## src/logic/srd_pkg.sv

```systemverilog
// Constants, register map and row-order decoding for the row-scan driver
package srd_pkg;

  localparam int unsigned NUM_ROWS   = 40;
  localparam int unsigned HALF_ROWS  = 20;
  localparam int unsigned ROW_IDX_W  = 6;

  localparam int unsigned APB_AW     = 12;
  localparam int unsigned APB_DW     = 32;

  // Register byte offsets
  localparam logic [APB_AW-1:0] CTRL_OFFS    = 12'h000;
  localparam logic [APB_AW-1:0] STAGE_LO_OFFS = 12'h004;
  localparam logic [APB_AW-1:0] STAGE_HI_OFFS = 12'h008;

  // Control register fields
  localparam int unsigned CTRL_DIR_BIT   = 0;
  localparam int unsigned CTRL_SPLIT_BIT = 1;
  localparam int unsigned CTRL_SENSE_BIT = 2;
  localparam int unsigned CTRL_GATE_BIT  = 3;
  localparam int unsigned CTRL_W         = 4;
  // Reset: descending, no split, drive high, row outputs gated off
  localparam logic [CTRL_W-1:0] CTRL_RESET = 4'hC;

  // Stage-high register fields
  localparam int unsigned STAGE_HI_W      = 8;
  localparam int unsigned STAGE_CASC_BIT  = 8;

  // Position in the scan order of physical row r (0-based) for each mode
  function automatic logic [ROW_IDX_W-1:0] stage_of_row(input int unsigned r,
                                                        input logic dir,
                                                        input logic split);
    int unsigned k;
    k = 0;
    if (!split) begin
      k = dir ? r : (NUM_ROWS - 1 - r);
    end else if (dir) begin
      k = (r >= HALF_ROWS) ? (r - HALF_ROWS) : (r + HALF_ROWS);
    end else begin
      k = (r < HALF_ROWS) ? (HALF_ROWS - 1 - r) : (NUM_ROWS + HALF_ROWS - 1 - r);
    end
    return k[ROW_IDX_W-1:0];
  endfunction : stage_of_row

endpackage : srd_pkg

```

## src/logic/srd_scan_if.sv

```systemverilog
// Signals shared between the driver top and its scan chain
interface srd_scan_if;
  import srd_pkg::*;

  logic                shift_en;
  logic                token_in;
  logic [NUM_ROWS-1:0] stages;

  modport ctrl  (output shift_en, output token_in, input stages);
  modport chain (input shift_en, input token_in, output stages);
endinterface : srd_scan_if

```

## src/logic/srd_scan_chain.sv

```systemverilog
// Forty-stage token shift register held in scan order
module srd_scan_chain
  import srd_pkg::*;
(
  input  wire logic  core_clk_i,
  input  wire logic  srst_i,
  srd_scan_if.chain  scan
);

  logic [NUM_ROWS-1:0] stage_q;
  logic [NUM_ROWS-1:0] next_stage;

  // A token on the input wipes the chain and restarts one bit at the head
  assign next_stage = scan.token_in ? {{(NUM_ROWS-1){1'b0}}, 1'b1}
                                    : {stage_q[NUM_ROWS-2:0], 1'b0};

  always_ff @(posedge core_clk_i) begin
    if (srst_i) begin
      stage_q <= '0;
    end else if (scan.shift_en) begin
      stage_q <= next_stage;
    end
  end

  assign scan.stages = stage_q;

endmodule : srd_scan_chain

```

## src/logic/srd_row_driver.sv

```systemverilog
// Row-scan driver top: shift-clock edge detect, token ports, row outputs, APB
//
// The APB slave port and the placing of the registers were left to the implementer.
module srd_row_driver
  import srd_pkg::*;
#(
  parameter int unsigned ROWS = NUM_ROWS
) (
  input  wire logic                core_clk_i,
  input  wire logic                srst_i,
  // Shift clock and token pins from the timing controller
  input  wire logic                shift_clk_i,
  input  wire logic                token_port_a_i,
  output logic                     token_port_a_o,
  output logic                     token_port_a_oe_o,
  input  wire logic                token_port_b_i,
  output logic                     token_port_b_o,
  output logic                     token_port_b_oe_o,
  // Row outputs, each a level plus an output enable
  output logic [ROWS-1:0]          row_drive_lines_o,
  output logic [ROWS-1:0]          row_drive_lines_oe_o,
  // APB slave
  input  wire logic                psel_i,
  input  wire logic                penable_i,
  input  wire logic                pwrite_i,
  input  wire logic [APB_AW-1:0]   paddr_i,
  input  wire logic [APB_DW-1:0]   pwdata_i,
  input  wire logic [3:0]          pstrb_i,
  output logic [APB_DW-1:0]        prdata_o,
  output logic                     pready_o,
  output logic                     pslverr_o
);

  // Control register
  logic [CTRL_W-1:0] ctrl_q;
  logic              scan_dir;
  logic              split_scan;
  logic              drive_sense_n;
  logic              out_gate_n;

  assign scan_dir      = ctrl_q[CTRL_DIR_BIT];
  assign split_scan    = ctrl_q[CTRL_SPLIT_BIT];
  assign drive_sense_n = ctrl_q[CTRL_SENSE_BIT];
  assign out_gate_n    = ctrl_q[CTRL_GATE_BIT];

  // Shift clock edges
  // Pins are synchronous to core_clk_i, so one delay stage is enough
  logic shift_clk_q;
  wire  shift_rise = shift_clk_i & ~shift_clk_q;
  wire  shift_fall = ~shift_clk_i & shift_clk_q;

  always_ff @(posedge core_clk_i) begin
    if (srst_i) begin
      shift_clk_q <= 1'b0;
    end else begin
      shift_clk_q <= shift_clk_i;
    end
  end

  // Scan chain
  srd_scan_if scan_bus ();

  wire token_in = scan_dir ? token_port_a_i : token_port_b_i;

  assign scan_bus.shift_en = shift_rise;
  assign scan_bus.token_in = token_in;

  srd_scan_chain u_chain (
    .core_clk_i (core_clk_i),
    .srst_i     (srst_i),
    .scan       (scan_bus.chain)
  );

  wire [NUM_ROWS-1:0] stages = scan_bus.stages;

  // Cascade token
  // Last stage is copied out at the falling edge, half a shift period late,
  // so the next device sees stable data around its own rising edge.
  logic cascade_q;

  always_ff @(posedge core_clk_i) begin
    if (srst_i) begin
      cascade_q <= 1'b0;
    end else if (shift_fall) begin
      cascade_q <= stages[NUM_ROWS-1];
    end
  end

  // Cascade is a push-pull buffer on whichever port is not the input
  always_ff @(posedge core_clk_i) begin
    if (srst_i) begin
      token_port_a_o    <= 1'b0;
      token_port_a_oe_o <= 1'b0;
      token_port_b_o    <= 1'b0;
      token_port_b_oe_o <= 1'b0;
    end else begin
      token_port_a_o    <= ~scan_dir & cascade_q;
      token_port_a_oe_o <= ~scan_dir;
      token_port_b_o    <= scan_dir & cascade_q;
      token_port_b_oe_o <= scan_dir;
    end
  end

  // Row mapping and output stage
  logic [ROWS-1:0] row_bit;
  logic [ROWS-1:0] next_row_level;
  logic [ROWS-1:0] next_row_oe;

  genvar r;
  generate
    for (r = 0; r < ROWS; r++) begin : g_row
      wire [ROW_IDX_W-1:0] stage_idx = stage_of_row(r, scan_dir, split_scan);
      assign row_bit[r]        = stages[stage_idx];
      assign next_row_oe[r]    = ~out_gate_n & row_bit[r];
      assign next_row_level[r] = next_row_oe[r] & drive_sense_n;
    end
  endgenerate

  always_ff @(posedge core_clk_i) begin
    if (srst_i) begin
      row_drive_lines_o    <= '0;
      row_drive_lines_oe_o <= '0;
    end else begin
      row_drive_lines_o    <= next_row_level;
      row_drive_lines_oe_o <= next_row_oe;
    end
  end

  // APB slave
  // Ready is registered: every access phase lasts exactly two cycles
  wire access    = psel_i & penable_i & ~pready_o;
  wire hit_ctrl  = (paddr_i == CTRL_OFFS);
  wire hit_lo    = (paddr_i == STAGE_LO_OFFS);
  wire hit_hi    = (paddr_i == STAGE_HI_OFFS);
  wire hit_any   = hit_ctrl | hit_lo | hit_hi;
  wire ctrl_wr   = access & pwrite_i & hit_ctrl & pstrb_i[0];

  logic [APB_DW-1:0] read_mux;

  assign read_mux =
      hit_ctrl ? {{(APB_DW-CTRL_W){1'b0}}, ctrl_q} :
      hit_lo   ? stages[APB_DW-1:0] :
      hit_hi   ? {{(APB_DW-STAGE_CASC_BIT-1){1'b0}}, cascade_q,
                  stages[NUM_ROWS-1:NUM_ROWS-STAGE_HI_W]} :
                 {APB_DW{1'b0}};

  always_ff @(posedge core_clk_i) begin
    if (srst_i) begin
      ctrl_q <= CTRL_RESET;
    end else if (ctrl_wr) begin
      ctrl_q <= pwdata_i[CTRL_W-1:0];
    end
  end

  always_ff @(posedge core_clk_i) begin
    if (srst_i) begin
      pready_o  <= 1'b0;
      pslverr_o <= 1'b0;
      prdata_o  <= '0;
    end else begin
      pready_o  <= access;
      pslverr_o <= access & ~hit_any;
      prdata_o  <= (access & ~pwrite_i) ? read_mux : {APB_DW{1'b0}};
    end
  end

endmodule : srd_row_driver

```

## config.mk

```make
export PLATFORM = sky130hd
export DESIGN_NAME = srd_row_driver
export DESIGN_NICKNAME = d
export VERILOG_FILES = /design/src/logic/srd_pkg.sv /design/src/logic/srd_scan_if.sv /design/src/logic/srd_scan_chain.sv /design/src/logic/srd_row_driver.sv
export SDC_FILE = /design/constraint.sdc
export NUM_CORES = 1
export LEC_CHECK = 0
export BUFFER_PORTS_ARGS = -buffer_cell sky130_fd_sc_hd__buf_2
export CAP_MARGIN = 30
export CORE_AREA = 2 2 136 138
export DETAILED_ROUTE_END_ITERATION = 6
export DIE_AREA = 0 0 138 140
export GPL_TIMING_DRIVEN = 0
export HOLD_SLACK_MARGIN = 0.1
export PLACE_DENSITY = 0.67
export SKIP_CTS_REPAIR_TIMING = 1
export SYNTH_ARGS = -nofsm -noshare
export SYNTH_HDL_FRONTEND = slang
export SYNTH_SLANG_ARGS = --single-unit
```

## constraint.sdc

```tcl
create_clock -name core_clk_i -period 5.85 [get_ports core_clk_i]
set_clock_uncertainty 0.15 [all_clocks]
set_input_delay 1.4625 -clock core_clk_i [delete_from_list [all_inputs] [get_ports core_clk_i]]
set_output_delay 1.4625 -clock core_clk_i [all_outputs]
set_load 0.01 [all_outputs]
```

Yosys cells after proc, flatten, opt, wreduce, memory -nomap -nowiden
Cells that the tools add are included.

word-level totals
  register bits = 164
  input bits = 56
  output and inout bits = 118
  word-level logic and storage cells = 325

cells by class
  $lt $le $gt $ge = 40
  equal/unequal tests = 2
  muxes and demuxes = 165
  bitwise logic cells = 101
  reduce and logical (&&, ||, !) cells = 3

operators by type and width
  operator             count
  $mux 6               48
  $lt 6x7->1 const B   40
  $bmux 1 s6           40
  $mux 5               24
  $and 1x1->1          91
  $mux 1               41
  $mux 40              1
  $mux 32              1
  $mux 3               8
  $eq 12x3->1 const B  1
  $eq 12x4->1 const B  1
  $logic_not 12->1     1
  $mux 9               1
  $not 1->1            8
  $mux 4               1
  $reduce_or 3->1      1
  $or 1x1->1           2
  $reduce_or 2->1      1

Depth between registers and ports, before layout
  depth after elaboration = 6
  depth in mapped cells = 14
  mapped depth without buffers = 6

Modules after synthesis
Synthesis repeated with hierarchy kept, for this count alone.

second synthesis, totals
  cells, all modules = 800
  area total of the unflattened synthesis = 8260.4 um2

by module, submodules not included
  module          times used  cells each  area each (um2)  sequential area each (um2)
  srd_row_driver  1           624         6625.1           2482.4
  srd_scan_chain  1           176         1635.3           800.8

Worst setup path before layout
OpenSTA, ideal clock, no wires.

  kind = register -> register
  from = reg ctrl_q[0]
  to = reg row_drive_lines_o[4]
  library setup time = 128 ps
  data arrival time = 2663 ps
  data required time = 5572 ps
  path slack = 2909 ps
  cell stages (with the launch flop) = 13
  buffers on the path = 6
  period minus slack after synthesis = 2941 ps
  cell sequence = dfxtp_1 buf_6 buf_8 buf_4 inv_1 buf_2 ha_1 buf_6 buf_8 mux4_2 a22o_1 a311oi_2 nor2_1

on the way
  cells in the longest elaborated chain, start to end = 6
  elaborated cells on any way between the ends = 7

RTL lines
  item                                     line                          text
  from (decl)                              srd_row_driver.sv:35          logic [CTRL_W-1:0] ctrl_q;
  from (signal assigned)                   srd_row_driver.sv:151         ctrl_q <= pwdata_i[CTRL_W-1:0];
  $mux 6 / $mux 5 (equally long branches)  srd_pkg.sv:36, srd_pkg.sv:37
  $mux 6 *                                 srd_pkg.sv:35                 if (!split) begin
  $bmux 1 s6 *                             srd_row_driver.sv:113         assign row_bit[r] = stages[stage_idx];
  $mux 1 (implied by the code) *           srd_row_driver.sv:113
  $and 1x1->1 *                            srd_row_driver.sv:114         assign next_row_oe[r] = ~out_gate_n & row_bit[r];
  $and 1x1->1 *                            srd_row_driver.sv:115         assign next_row_level[r] = next_row_oe[r] & drive_sense_n;
  to (signal assigned)                     srd_row_driver.sv:124         row_drive_lines_o <= next_row_level;
  to (decl)                                srd_row_driver.sv:20          output logic [ROWS-1:0] row_drive_lines_o,

Mark *: on every way between the ends. The rest lies on a longest branch, timed or not. The select of a mux whose other input is x is not followed.
A chain may end at the register's enable or synchronous reset.

Worst setup path after layout
  from = reg ctrl_q[0]
  to = reg row_drive_lines_oe_o[15]

on the way
  cells in the longest elaborated chain, start to end = 5
  elaborated cells on any way between the ends = 6

RTL lines
  item                                     line                          text
  $mux 5 / $mux 6 (equally long branches)  srd_pkg.sv:36, srd_pkg.sv:37
  $mux 6 *                                 srd_pkg.sv:35
  $bmux 1 s6 *                             srd_row_driver.sv:113
  $mux 1 (implied by the code) *           srd_row_driver.sv:113
  $and 1x1->1 *                            srd_row_driver.sv:114
  to (signal assigned)                     srd_row_driver.sv:125         row_drive_lines_oe_o <= next_row_oe;
  to (decl)                                srd_row_driver.sv:21          output logic [ROWS-1:0] row_drive_lines_oe_o,

Marks and branches as above.

==> results.json <==
{
  "status": "completed",
  "synth_top_area_share": 0.4158,
  "wl_per_cell_um": 21.65,
  "cp.arrival_ps": 3940,
  "yosysMostFrequentCell": "dfxtp_1",
  "max_cap_viol_count": 0,
  "synth_top_cell_by_area": "dfxtp_1",
  "yosysWarningCount": 0,
  "routed_wirelength_um": 25880,
  "critPathSlowestCell": "mux2i_1",
  "power_density_nw_per_um2": 243.0,
  "num_vias": 7180,
  "antenna_found_initial": 1,
  "dp_hpwl_um": 18800,
  "max-vdd-ir-drop_mv": 0.1952,
  "fp.dieH_um": 140,
  "max_freq_ghz": 0.2637,
  "cp.required_ps": 6000,
  "tns_ps": 0,
  "synth_seq_area_share": 0.4158,
  "synth-edff-count": 0,
  "fp-row-count": 49,
  "setup_viol": 0,
  "gp_congestion": 0.9628,
  "start_util": 0.4441,
  "syn-num-nets": 854,
  "min_path_type": "reg2reg",
  "clock_path_buffers": 2,
  "synthArstFlopShare": 0,
  "seq_power_share": 0.486,
  "clock_power_share": 0.494,
  "drt_iter0_markers": 751,
  "die_area_sq_um": 19320,
  "wl_met2_um": 11570,
  "swShare": 0.2262,
  "ios": 174,
  "max_slew_margin": 0.4733,
  "finalCritPeriodShare": 0.6483,
  "grt_max_degree": 17,
  "crit_fanout": 13,
  "drcViolationCount": 0,
  "ant_nets": 0,
  "min_period_ps": 3793,
  "port_buffers": 142,
  "synth_seq_cells": 164,
  "rsz0062_at_grt": "false",
  "intPower_mw": 1.785,
  "cts_tree": "yes",
  "area_growth_pct": 20.25,
  "synthTopCellsByCount": "dfxtp_1, nor2_1, a22oi_1",
  "cts_sinks": 164,
  "via_per_inst": 6.008,
  "globalRouteTotalUtil": 0.2637,
  "crit_path_end_kind": "register",
  "finalPower_mw": 2.307,
  "cpPeakStageDelay_ps": 540,
  "drtPass1Iterations": 6,
  "overflow": 0,
  "syn_avg_cell_area_sq_um": 9.970,
  "grt_pass1_vias": 6697,
  "design.core.area_sq_um": 17780,
  "hold_viol_final": 0,
  "ys.flop_type": "dfxtp_1",
  "synth_area_leaders": "dfxtp_1, mux4_2, mux2i_1",
  "crit_chain": "buf_6 > buf_8 > buf_4 > inv_1 > buf_2 > ha_1 > buf_6 > buf_8 > buf_6 > mux2i_1 > a22oi_1 > a31oi_1 > a21oi_1",
  "cts_buffers": 17,
  "path_common_cell": "buf_6",
  "finalNetCount": 1015,
  "crit_type": "reg2reg",
  "highest_layer": "met5",
  "clkSlewWorstSetupHoldPaths_ps": 60,
  "htreeDepth": 4,
  "wl_met1_um": 10900,
  "clock_latency_ps": 440,
  "start_kind": "register",
  "clock-root-buffer": "clkbuf_16",
  "wl_met3_um": 2605,
  "drive_above_1_share": 0.2847,
  "power.leakage_nw": 3.846,
  "synth.distinct_cells": 55,
  "worst_pin_slew_ps": 784.1,
  "syn_inst": 792,
  "p_comb_frac": 0.021,
  "grt_pass1_wl_um": 39420,
  "synth_area_sq_um": 7896,
  "die-width_um": 138,
  "antenna_cells": 0,
  "p_sw_mw": 0.5219,
  "slew_viol_final": 0
}
==> worst paths after layout <==
kind,startpoint,to,slack (ps),depth (start not counted)
setup / recovery,ctrl_q[0],row_drive_lines_oe_o[15],2060,13
hold / removal,ctrl_q[3],ctrl_q[3],400,2
setup reg to reg,ctrl_q[0],row_drive_lines_oe_o[15],2060,13
hold reg to reg,ctrl_q[3],ctrl_q[3],400,2
==> cell families after synthesis <==
kind of cell / synth area share
and+or+nand+nor: 0.1792
AOI/OAI and AO/OA: 0.1578
DFF: 0.4158
muxes: 0.1792
buffers and inverters: 0.05847
adders and majority gates: 0.009507
==> power groups by stage <==
stage | registers, mW | clock network [mW] | logic [mW]
final | 1.12 | 1.14 | 0.0475
after global routing | 1.12 | 1.20 | 0.0511
after CTS | 1.12 | 1.16 | 0.0466
after detailed placement | 1.15 | 0 | 0.0463
after global placement | 1.15 | 0 | 0.0461
after floorplan | 1.15 | 0 | 0.0261
==> sequential cells by signal, indices dropped and copies added (netlist names) <==
signal                flops
cascade_q                 1
ctrl_q                    4
prdata_o                 32
pready_o                  1
pslverr_o                 1
row_drive_lines_o        40
row_drive_lines_oe_o     40
shift_clk_q               1
token_port_a_o            1
token_port_a_oe_o         1
token_port_b_o            1
token_port_b_oe_o         1
u_chain.scan.stages      40
==> per-layer routing <==
| metal | track usage | vias up |
|---|---|---|
| li1 | - | 3251 |
| met1 | 0.3578 | 3420 |
| met2 | 0.4013 | 445 |
| met3 | 0.06872 | 62 |
| met4 | 0.1096 | 2 |
| met5 | 0 | - |
==> final cells by class <==
type                            instances  area, sq um
Multi-Input combinational cell        544         4151
Sequential cell                       164         3283
Buffer                                 76        431.7
Fill cell                            1640         8284
Tap cell                              229        286.5
Inverter                                8        30.03
Clock inverter                         14        162.7
Clock buffer                           18        439.2
Timing Repair Buffer                  142        710.7
==> layout by cell type, fill, tap and decap left out, drive strengths merged, types with 15 or more instances in the layout <==
cell,synthesis,layout
buf,35,177
dfxtp,164,164
nor2,76,76
a22oi,61,61
clkbuf,41,59
mux2i,54,54
nand2,43,43
and2,36,36
nand3,35,35
mux4,34,34
a21oi,33,33
and3,17,17
o21ai,17,17
a31oi,15,15
nand4,15,15
==> per-stage QoR <==
| step | area, sq um | worst slack [ps] | hold slack, ps | util | instances |
|---|---|---|---|---|---|
| 6_report | 9495 | 2057 | 401.7 | 0.5341 | 1195 |
| 5_1_grt | 9495 | 1905 | 435.7 | 0.5341 | 1195 |
| 4_1_cts | 9495 | 2162 | 400.3 | 0.5341 | 1195 |
| 3_5_place_dp | 8894 | 2180 | 391.7 | 0.5002 | 1163 |
| 3_3_place_gp | 8894 | 2199 | 384.3 | 0.5002 | 1163 |
| 2_1_floorplan | 7896 | 2909 | 342.4 | - | 792 |
==> worst max-delay path: cells and delay by family (launching register included) <==
| kind | cells | cell delay (ps) |
|---|---|---|
| adder cells (fa/ha/maj) | 1 | 340 |
| multiplexers | 1 | 540 |
| buffers and inverters | 8 | 1570 |
| AO/OA/AOI/OAI | 3 | 650 |
| flip-flops | 1 | 380 |
Note: power is estimated with default switching activity, not from simulation.
